File: src/pdt_params.svh
`ifndef PDT_PARAMS_SVH
`define PDT_PARAMS_SVH

// ----------------------------------------------------------------
// Widths
// ----------------------------------------------------------------
`define PDT_CNT_W      16
`define PDT_ADDR_W     4
`define PDT_CNT_MAX    16'hffff

// ----------------------------------------------------------------
// Register offsets (byte addresses on the plain port)
// ----------------------------------------------------------------
`define PDT_OFF_C0     4'h0
`define PDT_OFF_C1     4'h1
`define PDT_OFF_C2     4'h2
`define PDT_OFF_DL     4'h3
`define PDT_OFF_DH     4'h4
`define PDT_OFF_AL     4'h5
`define PDT_OFF_AH     4'h6
`define PDT_OFF_BL     4'h7
`define PDT_OFF_BH     4'h8
`define PDT_OFF_PL     4'h9
`define PDT_OFF_PH     4'ha

// ----------------------------------------------------------------
// Reset values and writable masks
// ----------------------------------------------------------------
`define PDT_RST_CTRL   8'h00
`define PDT_RST_WORD   16'h0000
`define PDT_MASK_C0    8'hf8
`define PDT_MASK_C2    8'h06

// ----------------------------------------------------------------
// Field positions
// ----------------------------------------------------------------
`define PDT_C0_PAU     7
`define PDT_C0_CK_HI   6
`define PDT_C0_CK_LO   4
`define PDT_C0_ON      3
`define PDT_C1_M_HI    7
`define PDT_C1_M_LO    6
`define PDT_C1_IO_HI   5
`define PDT_C1_IO_LO   4
`define PDT_C1_OC      3
`define PDT_C1_POL     2
`define PDT_C1_CAPTS   1
`define PDT_C1_CCLR    0
`define PDT_C2_TC_HI   2
`define PDT_C2_TC_LO   1
`define PDT_C2_VLF     0

// ----------------------------------------------------------------
// Prescaler terminal counts
// ----------------------------------------------------------------
`define PDT_DIV4_LAST  2'h3
`define PDT_DIV16_LAST 4'hf
`define PDT_DIV64_LAST 6'h3f

`endif

File: src/pdt_pkg.sv
`include "pdt_params.svh"

package pdt_pkg;

  // Register port request
  typedef struct packed {
    logic [`PDT_ADDR_W-1:0] addr;
    logic [7:0]             wdata;
    logic                   wr;
    logic                   rd;
  } pdt_bus_req_t;

  // Pins and foreign clocks, all asynchronous to mclk
  typedef struct packed {
    logic lsClk;
    logic hsClk;
    logic capIn;
    logic extClk;
  } pdt_pins_t;

  // Operating modes
  typedef enum logic [1:0] {
    PDT_M_CMP = 2'b00,
    PDT_M_CAP = 2'b01,
    PDT_M_PWM = 2'b10,
    PDT_M_TMR = 2'b11
  } pdt_mode_t;

  // Whole state of the timer
  typedef struct packed {
    logic [7:0]                 c0;
    logic [7:0]                 c1;
    logic [7:0]                 c2;
    logic [`PDT_CNT_W-1:0]      cnt;
    logic [`PDT_CNT_W-1:0]      cmpA;
    logic [`PDT_CNT_W-1:0]      cmpB;
    logic [`PDT_CNT_W-1:0]      cmpP;
    logic [3:0][2:0]            sy;
    logic [1:0]                 mainDiv;
    logic [5:0]                 hsDiv;
    logic                       onPrev;
    logic                       outLvl;
    logic                       pulseDone;
    logic                       outPin;
    logic                       outPinN;
    logic                       evtA;
    logic                       evtP;
    logic [7:0]                 rdData;
  } pdt_state_t;

endpackage

File: src/pdt_timer.sv
`include "pdt_params.svh"

module pdt_timer (
  input  wire logic              mclk,
  input  wire logic              reset,
  input  wire pdt_pkg::pdt_bus_req_t busReq,
  output logic [7:0]             rdData,
  input  wire pdt_pkg::pdt_pins_t pinsIn,
  output logic                   timerOutputPin,
  output logic                   timerOutputInvertedPin,
  output logic                   matchAEvt,
  output logic                   matchPEvt
);
  import pdt_pkg::*;

  // ----------------------------------------------------------------
  // State and decoded controls
  // ----------------------------------------------------------------
  pdt_state_t            s_r;       // Registered state
  pdt_state_t            s_nxt;     // Next state
  logic [3:0]            pinV;      // Raw pin vector
  logic [3:0]            rise;      // Synced rising edges
  logic [3:0]            fall;      // Synced falling edges
  pdt_mode_t             mode;      // Operating mode
  logic [1:0]            io;        // Pin function field
  logic [2:0]            ckSel;     // Clock select field
  logic [1:0]            tClr;      // Capture clear field
  logic                  on;        // Timer on
  logic                  pause;     // Counter pause
  logic                  oc;        // Initial or active level
  logic                  pol;       // Output invert
  logic                  cclr;      // Clear source select
  logic                  tick;      // Counter clock enable
  logic                  run;       // Counter advances now
  logic                  onRise;    // Timer on went 0 to 1
  logic                  hitA;      // Comparator A match
  logic                  hitP;      // Comparator P match
  logic                  ovf;       // Counter at all ones
  logic                  capR;      // Capture rising edge
  logic                  capF;      // Capture falling edge
  logic                  capEn;     // Capture mode active
  logic                  capClr;    // Edge clear in capture
  logic                  clr;       // Counter clear on tick
  logic                  pwmLvl;    // PWM waveform level

  // Pins into one vector, index matches struct order
  assign pinV = {pinsIn.lsClk, pinsIn.hsClk, pinsIn.capIn, pinsIn.extClk};

  // ----------------------------------------------------------------
  // Edge detection per synchronised pin
  // ----------------------------------------------------------------
  // One detector per pin, all four alike
  genvar g;
  generate
    for (g = 0; g < 4; g++) begin : g_edge
      // Stage 1 of the synced pair vs the last level held in stage 2
      assign rise[g] = s_r.sy[g][1] & ~s_r.sy[g][2];
      assign fall[g] = ~s_r.sy[g][1] & s_r.sy[g][2];
    end
  endgenerate

  // Field decode
  // Fields come straight from the held registers
  assign pause = s_r.c0[`PDT_C0_PAU];
  assign ckSel = s_r.c0[`PDT_C0_CK_HI:`PDT_C0_CK_LO];
  assign on    = s_r.c0[`PDT_C0_ON];
  assign mode  = pdt_mode_t'(s_r.c1[`PDT_C1_M_HI:`PDT_C1_M_LO]);
  assign io    = s_r.c1[`PDT_C1_IO_HI:`PDT_C1_IO_LO];
  assign oc    = s_r.c1[`PDT_C1_OC];
  assign pol   = s_r.c1[`PDT_C1_POL];
  assign cclr  = s_r.c1[`PDT_C1_CCLR];
  assign tClr  = s_r.c2[`PDT_C2_TC_HI:`PDT_C2_TC_LO];

  // ----------------------------------------------------------------
  // Counter clock selection
  // ----------------------------------------------------------------
  // One counting step per tick; dividers free-run
  // Foreign clocks count on their synced rising edge
  always_comb begin
    case (ckSel)
      3'b000:  tick = (s_r.mainDiv == `PDT_DIV4_LAST);
      3'b001:  tick = 1'b1;
      3'b010:  tick = rise[2] & (s_r.hsDiv[3:0] == `PDT_DIV16_LAST);
      3'b011:  tick = rise[2] & (s_r.hsDiv == `PDT_DIV64_LAST);
      3'b100:  tick = rise[3];
      3'b101:  tick = rise[3];
      3'b110:  tick = rise[0];
      default: tick = fall[0];
    endcase
  end

  // ----------------------------------------------------------------
  // Match, clear and capture conditions
  // ----------------------------------------------------------------
  always_comb begin
    // Advance only when on and not paused
    // On-rise cycle only zeroes, so stale counts never match
    run    = on & s_r.onPrev & ~pause & tick;
    onRise = on & ~s_r.onPrev;
    // Full-width compares; zero value means no match
    hitA   = run & (s_r.cnt == s_r.cmpA) & (s_r.cmpA != `PDT_RST_WORD);
    hitP   = run & (s_r.cnt == s_r.cmpP) & (s_r.cmpP != `PDT_RST_WORD);
    ovf    = run & (s_r.cnt == `PDT_CNT_MAX);
    // Capture source and edges
    // Source is the capture pin or the clock pin
    capEn  = on & (mode == PDT_M_CAP);
    capR   = capEn & (s_r.c1[`PDT_C1_CAPTS] ? rise[0] : rise[1]);
    capF   = capEn & (s_r.c1[`PDT_C1_CAPTS] ? fall[0] : fall[1]);
    // Edge clears in capture mode
    // Codes 01, 10, 11: rise, fall, both
    case (tClr)
      2'b01:   capClr = capR;
      2'b10:   capClr = capF;
      2'b11:   capClr = capR | capF;
      default: capClr = 1'b0;
    endcase
    // Clear on tick per mode
    // Capture and waveform modes clear on P
    case (mode)
      PDT_M_CMP: clr = cclr ? hitA : hitP;
      PDT_M_TMR: clr = cclr ? hitA : hitP;
      default:   clr = hitP;
    endcase
    // PWM level: active while below A, 100% when A > P, P nonzero
    // Duty above a nonzero period keeps it active
    pwmLvl = (s_r.cnt < s_r.cmpA) ? oc : ~oc;
  end

  // ----------------------------------------------------------------
  // Next-state logic
  // ----------------------------------------------------------------
  // Start from held state; pulses and read data default low
  always_comb begin
    s_nxt        = s_r;
    s_nxt.evtA   = 1'b0;
    s_nxt.evtP   = 1'b0;
    s_nxt.rdData = 8'h00;
    s_nxt.onPrev = on;

    // Two-flop synchronisers plus edge history
    // Bits 0 and 1 synchronise, bit 2 keeps last level
    for (int i = 0; i < 4; i++) begin
      s_nxt.sy[i] = {s_r.sy[i][1], s_r.sy[i][0], pinV[i]};
    end

    // Prescalers for main and high-speed clocks
    // Both run even while the timer is off
    s_nxt.mainDiv = s_r.mainDiv + 2'h1;
    if (rise[2]) begin
      s_nxt.hsDiv = s_r.hsDiv + 6'h01;
    end

    // Counter: no software load path, wrap at all ones
    if (onRise) begin
      // Switching on restarts from zero
      s_nxt.cnt = `PDT_RST_WORD;
    end else if (capClr) begin
      // Selected capture edge clears
      s_nxt.cnt = `PDT_RST_WORD;
    end else if (run) begin
      if (clr) begin
        // Selected match ends the period
        s_nxt.cnt = `PDT_RST_WORD;
      end else begin
        // Plain step; all ones wraps
        s_nxt.cnt = s_r.cnt + 16'h0001;
      end
    end

    // Match events; P flag suppressed when A clears
    // With P at zero the wrap stands in for P in compare and timer modes
    s_nxt.evtA = hitA;
    if ((mode == PDT_M_CMP) || (mode == PDT_M_TMR)) begin
      if (!cclr) begin
        s_nxt.evtP = hitP | (ovf & (s_r.cmpP == `PDT_RST_WORD));
      end
    end else begin
      // Other modes flag every P match
      s_nxt.evtP = hitP;
    end

    // Output level
    // On-rise restores the initial level first in compare and PWM modes
    if (onRise && (mode != PDT_M_TMR) && (mode != PDT_M_CAP)) begin
      s_nxt.outLvl    = oc;
      s_nxt.pulseDone = 1'b0;
    end else begin
      case (mode)
        PDT_M_CMP: begin
          // Only A match acts; same level means no change
          // P match never moves the pin
          if (hitA) begin
            case (io)
              2'b01:   s_nxt.outLvl = 1'b0;
              2'b10:   s_nxt.outLvl = 1'b1;
              2'b11:   s_nxt.outLvl = ~s_r.outLvl;
              default: s_nxt.outLvl = s_r.outLvl;
            endcase
          end
        end
        PDT_M_PWM: begin
          // Forced levels, waveform or one pulse
          // Waveform keeps running under forced levels
          case (io)
            2'b00:   s_nxt.outLvl = ~oc;
            2'b01:   s_nxt.outLvl = oc;
            2'b10:   s_nxt.outLvl = pwmLvl;
            default: begin
              // Single pulse ends at the first A match
              if (hitA) begin
                s_nxt.pulseDone = 1'b1;
              end
              s_nxt.outLvl = (on & ~s_nxt.pulseDone) ? oc : ~oc;
            end
          endcase
        end
        default: begin
          // Timer and capture modes leave the level alone
          s_nxt.outLvl = s_r.outLvl;
        end
      endcase
    end

    // Pin drive with optional inversion
    // Timer mode freezes both pins
    // Companion is the complement; reset zeroes both
    if (mode == PDT_M_TMR) begin
      s_nxt.outPin  = s_r.outPin;
      s_nxt.outPinN = s_r.outPinN;
    end else begin
      s_nxt.outPin  = s_nxt.outLvl ^ pol;
      s_nxt.outPinN = ~(s_nxt.outLvl ^ pol);
    end

    // Register writes
    // Counter bytes have no write path
    if (busReq.wr) begin
      if (busReq.addr == `PDT_OFF_C0) begin
        // Low three bits stay zero
        s_nxt.c0 = busReq.wdata & `PDT_MASK_C0;
      end else if (busReq.addr == `PDT_OFF_C1) begin
        // Mode and pin control
        s_nxt.c1 = busReq.wdata;
      end else if (busReq.addr == `PDT_OFF_C2) begin
        // Clear select only; flag kept
        s_nxt.c2 = (s_r.c2 & ~`PDT_MASK_C2) | (busReq.wdata & `PDT_MASK_C2);
      end else if (busReq.addr == `PDT_OFF_AL) begin
        // A low byte
        s_nxt.cmpA[7:0] = busReq.wdata;
      end else if (busReq.addr == `PDT_OFF_AH) begin
        // A high byte
        s_nxt.cmpA[15:8] = busReq.wdata;
      end else if (busReq.addr == `PDT_OFF_BL) begin
        // B low byte
        s_nxt.cmpB[7:0] = busReq.wdata;
      end else if (busReq.addr == `PDT_OFF_BH) begin
        // B high byte
        s_nxt.cmpB[15:8] = busReq.wdata;
      end else if (busReq.addr == `PDT_OFF_PL) begin
        // P low byte
        s_nxt.cmpP[7:0] = busReq.wdata;
      end else if (busReq.addr == `PDT_OFF_PH) begin
        // P high byte
        s_nxt.cmpP[15:8] = busReq.wdata;
      end
    end

    // Capture latches win over a same-cycle write
    // Edges only count while capture mode runs
    if (tClr == 2'b00) begin
      // All captures go to A
      if ((capR && (io == 2'b00 || io == 2'b10)) || (capF && (io == 2'b01 || io == 2'b10))) begin
        s_nxt.cmpA = s_r.cnt;
      end
    end else begin
      // Rising edges to B, falling edges to A
      // Flag tells which edge latched last
      if (capR && (io == 2'b00 || io == 2'b10)) begin
        s_nxt.cmpB = s_r.cnt;
        s_nxt.c2[`PDT_C2_VLF] = 1'b1;
      end else if (capF && (io == 2'b01 || io == 2'b10)) begin
        s_nxt.cmpA = s_r.cnt;
        s_nxt.c2[`PDT_C2_VLF] = 1'b0;
      end
    end

    // Register reads, data valid next cycle only
    // Unimplemented bits are zero in the stored copy
    if (busReq.rd) begin
      if (busReq.addr == `PDT_OFF_C0) begin
        // Control 0
        s_nxt.rdData = s_r.c0;
      end else if (busReq.addr == `PDT_OFF_C1) begin
        // Control 1
        s_nxt.rdData = s_r.c1;
      end else if (busReq.addr == `PDT_OFF_C2) begin
        // Capture control
        s_nxt.rdData = s_r.c2;
      end else if (busReq.addr == `PDT_OFF_DL) begin
        // Live count, low
        s_nxt.rdData = s_r.cnt[7:0];
      end else if (busReq.addr == `PDT_OFF_DH) begin
        // Live count, high
        s_nxt.rdData = s_r.cnt[15:8];
      end else if (busReq.addr == `PDT_OFF_AL) begin
        // A low byte
        s_nxt.rdData = s_r.cmpA[7:0];
      end else if (busReq.addr == `PDT_OFF_AH) begin
        // A high byte
        s_nxt.rdData = s_r.cmpA[15:8];
      end else if (busReq.addr == `PDT_OFF_BL) begin
        // B low byte
        s_nxt.rdData = s_r.cmpB[7:0];
      end else if (busReq.addr == `PDT_OFF_BH) begin
        // B high byte
        s_nxt.rdData = s_r.cmpB[15:8];
      end else if (busReq.addr == `PDT_OFF_PL) begin
        // P low byte
        s_nxt.rdData = s_r.cmpP[7:0];
      end else if (busReq.addr == `PDT_OFF_PH) begin
        // P high byte
        s_nxt.rdData = s_r.cmpP[15:8];
      end else begin
        // Unmapped reads zero
        s_nxt.rdData = 8'h00;
      end
    end
  end

  // ----------------------------------------------------------------
  // State register
  // ----------------------------------------------------------------
  // Synchronous reset clears every field at once
  always_ff @(posedge mclk) begin
    if (reset) begin
      s_r <= '0;
    end else begin
      s_r <= s_nxt;
    end
  end

  // ----------------------------------------------------------------
  // Outputs straight from flops
  // ----------------------------------------------------------------
  // No logic between these flops and the pins
  assign rdData                 = s_r.rdData;
  assign timerOutputPin         = s_r.outPin;
  assign timerOutputInvertedPin = s_r.outPinN;
  assign matchAEvt              = s_r.evtA;
  assign matchPEvt              = s_r.evtP;

endmodule

File: config.mk
export PLATFORM = sky130hd
export DESIGN_NAME = pdt_timer
export DESIGN_NICKNAME = d
export VERILOG_FILES = /design/src/pdt_pkg.sv /design/src/pdt_timer.sv
export VERILOG_INCLUDE_DIRS = /design/src
export SDC_FILE = /design/constraint.sdc
export NUM_CORES = 1
export LEC_CHECK = 0
export BUFFER_PORTS_ARGS = -buffer_cell sky130_fd_sc_hd__clkbuf_2
export CAP_MARGIN = 20
export CORE_MARGIN = 1
export CORE_UTILIZATION = 55
export DETAILED_ROUTE_END_ITERATION = 8
export PLACE_DENSITY_LB_ADDON = 0.1
export SLEW_MARGIN = 20
export SYNTH_ARGS = -nofsm -noshare
export SYNTH_HDL_FRONTEND = slang
export SYNTH_SLANG_ARGS = --single-unit
File: constraint.sdc
create_clock -name mclk -period 3.6 [get_ports mclk]
set_input_delay 0.9 -clock mclk [delete_from_list [all_inputs] [get_ports mclk]]
set_output_delay 0.9 -clock mclk [all_outputs]
set_load 0.1 [all_outputs]
==> impl_metrics.tcl <==
set metrics [dict create \
    status "finished, final reports clean" \
    antenna_found_initial 0 \
    syn-num-nets 804 \
    worstPathCellList "ha_1 -> nand4_1 -> or2_1 -> a211oi_1 -> o311ai_0 -> and4b_1 -> o311ai_4 -> a211oi_1 -> a2111oi_2" \
    yosys_register_bits 115 \
    critPathMaxStageDelay_ps 640 \
    root_buffer "clkbuf_16" \
    grt_pass1_vias 5424 \
    setup_viol 0 \
    cts.repair.resized 0 \
    grt_max_degree 59 \
    synth_edf_count 0 \
    path_depth 9 \
    reg2reg_slack_ps 520 \
    final_area_um2 7160 \
    placed_area_um2 6580 \
    hold_slack_ps 432 \
    synth_top_flop_cell "dfxtp_1" \
    fmax_mhz 325 \
    critPathMaxFanout 9 \
    cts.path.max_buffers 2 \
    wl_mm 19.4 \
    period_needed_ps 3080 \
    critPathSlowestCell "dfxtp_1" \
    timing.rr.start "s_r[95]" \
    path_clk_slew_ps 60 \
    clk_latency_ps 430 \
    drt_iter0_drc 540 \
    synth_area_leaders "dfxtp_1 36%, mux2i_1 10%, nor2_1 6.6%, ha_1 5.5%, a211oi_1 4.5%" \
    dpl.hpwl_mm 13.9 \
    h-tree-depth 4 \
    start_kind "register" \
    vias_per_cell 6.19 \
    fp.dieH_um 109 \
    yosysSeqAreaShare 0.364 \
    avgSynthCellArea_um2 8.37 \
    post-route-util 0.649 \
    nNetsFinal 817 \
    drv_slew 0 \
    cp_data_required_time_ps 3930 \
    crit_top_cell "a211oi_1" \
    synthesis.area_um2 6330 \
    crit_end "timerOutputInvertedPin" \
    hold_buffers 0 \
    slew_headroom 0.510 \
    drt-pass1-iter-count 5 \
    hold_viol 0 \
    drc 0 \
    wire_per_inst_um 21.1 \
    timing.setup.tns_ps 0 \
    initial_utilization 0.574 \
    cts_tree "built" \
    core_region_area_um2 11000 \
    rows 38 \
    async_flop_share 0 \
    n_fill_cell 942 \
    port_buffers 31 \
    cts_inserted_buffers 17 \
    dieArea_um2 11900 \
    die_w_um 109 \
    worstMarginPinSlew_ps 735 \
    place.gp.congestion 0.988 \
    power.density_nw_per_um2 445 \
    worst_setup_path_end_kind "register" \
    num_vias 5711 \
    crit_family "compound AO/OA/AOI/OAI gates" \
    syn_inst 756 \
    r2r_cells 9 \
    timing_worst_setup_path_type "register to register" \
    clock_skew_ps 6.98 \
    grt_use_total 0.348 \
    cts_setup_buffers 0 \
    regArea_um2 2300 \
    io_pins 32 \
    crit_start "s_r[95]" \
    p_leak_nw 2.84 \
    cap_violations 0 \
    n_antenna_cell 0 \
    yosysWarnings 0 \
    areaGrowthSynthToFinish_pct 13.1 \
    grt-ovfl-total 0 \
    synth_cell_types 61 \
    rsz0062_at_grt "false" \
    dp.cells 890 \
    yosysTopAreaCell "dfxtp_1" \
    synth_top_area_frac 0.364 \
    reg2reg_to "timerOutputInvertedPin" \
    worstHoldPathType "register to register" \
    ant_nets 0 \
    peakVddDrop_v 0.000482 \
    min_period_over_period 0.855 \
    cts.sinks 115 \
    multi_input_area_um2 3660 \
    drive_gt1_frac 0.127 \
    cp_data_arrival_time_ps 3400 \
    finalNonFillerCells 922 \
    worst-path-buf-inv 0 \
    grt_pass1_wl_mm 30.1 \
]
placed cells by master (no fill, tap or decap), types with 28 or more instances in the layout:
master	count
a211oi_1	38
clkbuf_2	30
dfxtp_1	115
o21ai_0	28
ha_1	28
a21oi_1	50
nor2_1	111
nand2_1	45
mux2i_1	66
through the flow:
| step | power (W) | setup slack, ps |
|---|---|---|
| after floorplan | 0.00150 | 1050 |
| after global placement | 0.00157 | 605 |
| after detailed placement | 0.00157 | 542 |
| after CTS | 0.00320 | 544 |
| after global routing | 0.00327 | 350 |
| final | 0.00319 | 523 |
synthesized netlist by cell type (2+ instances only):
cell / instances
dfxtp_1: 115
nor2_1: 111
mux2i_1: 66
a21oi_1: 50
nand2_1: 45
clkbuf_1: 43
a211oi_1: 38
ha_1: 28
o21ai_0: 28
inv_1: 27
xor2_1: 27
nor2b_1: 23
nand3_1: 15
nor4_1: 15
nor3_1: 11
nand4_1: 10
buf_1: 8
buf_4: 8
nand2b_1: 7
xnor2_1: 7
a31oi_1: 5
nand3b_1: 5
o2bb2ai_1: 5
and3_1: 4
nor3b_1: 4
o22ai_1: 4
o32ai_1: 4
or3_1: 4
o21a_1: 3
a22o_1: 2
a32oi_1: 2
buf_2: 2
or2_2: 2
cell type report:
class | count | area share
Multi-Input combinational cell | 553 | 0.512
Sequential cell | 115 | 0.322
Clock buffer | 19 | 0.0633
Timing Repair Buffer | 55 | 0.0468
Tap cell | 140 | 0.0245
Clock inverter | 13 | 0.0180
Inverter | 27 | 0.0142
worst min-delay path by stage:
stage / startpoint / endpoint / slack (ps) / depth (start not counted)
floorplan: s_r[21] / s_r[21] / 400 / 1
global placement: s_r[21] / s_r[21] / 410 / 1
detailed placement: s_nxt[33] / s_nxt[34] / 420 / 1
CTS: s_nxt[33] / s_nxt[34] / 440 / 1
global route: s_nxt[24] / s_nxt[25] / 450 / 1
finish: s_r[21] / s_r[21] / 430 / 1
where the power goes:
part | switching (W) | internal, W
clock | 0.000646 | 0.000992
combinational | 0.000166 | 0.0000736
sequential | 0.0000175 | 0.00129
flip-flops by register name, indices dropped and copies added (netlist names), 2 cells and up:
register	count
s_r	83
rdData	8
s_nxt	8
ckSel	3
io	2
mode	2
kinds of logic after synthesis:
| kind of cell | synth area share |
|---|---|
| DFF | 0.364 |
| muxes | 0.106 |
| and+or+nand+nor | 0.201 |
| xor gates and xnor gates | 0.0470 |
| adders and majority gates | 0.0553 |
| AOI/OAI and AO/OA | 0.170 |
| buffers and inverters | 0.0573 |
layer usage:
metal | track usage | routed length, µm | vias to the layer above
met5 | 0 | 0 | -
met4 | 0.167 | 633 | 0
met3 | 0.0885 | 1650 | 59
met2 | 0.518 | 8590 | 258
met1 | 0.468 | 8540 | 2707
li1 | - | - | 2687
(Power assumes the default switching activity.)
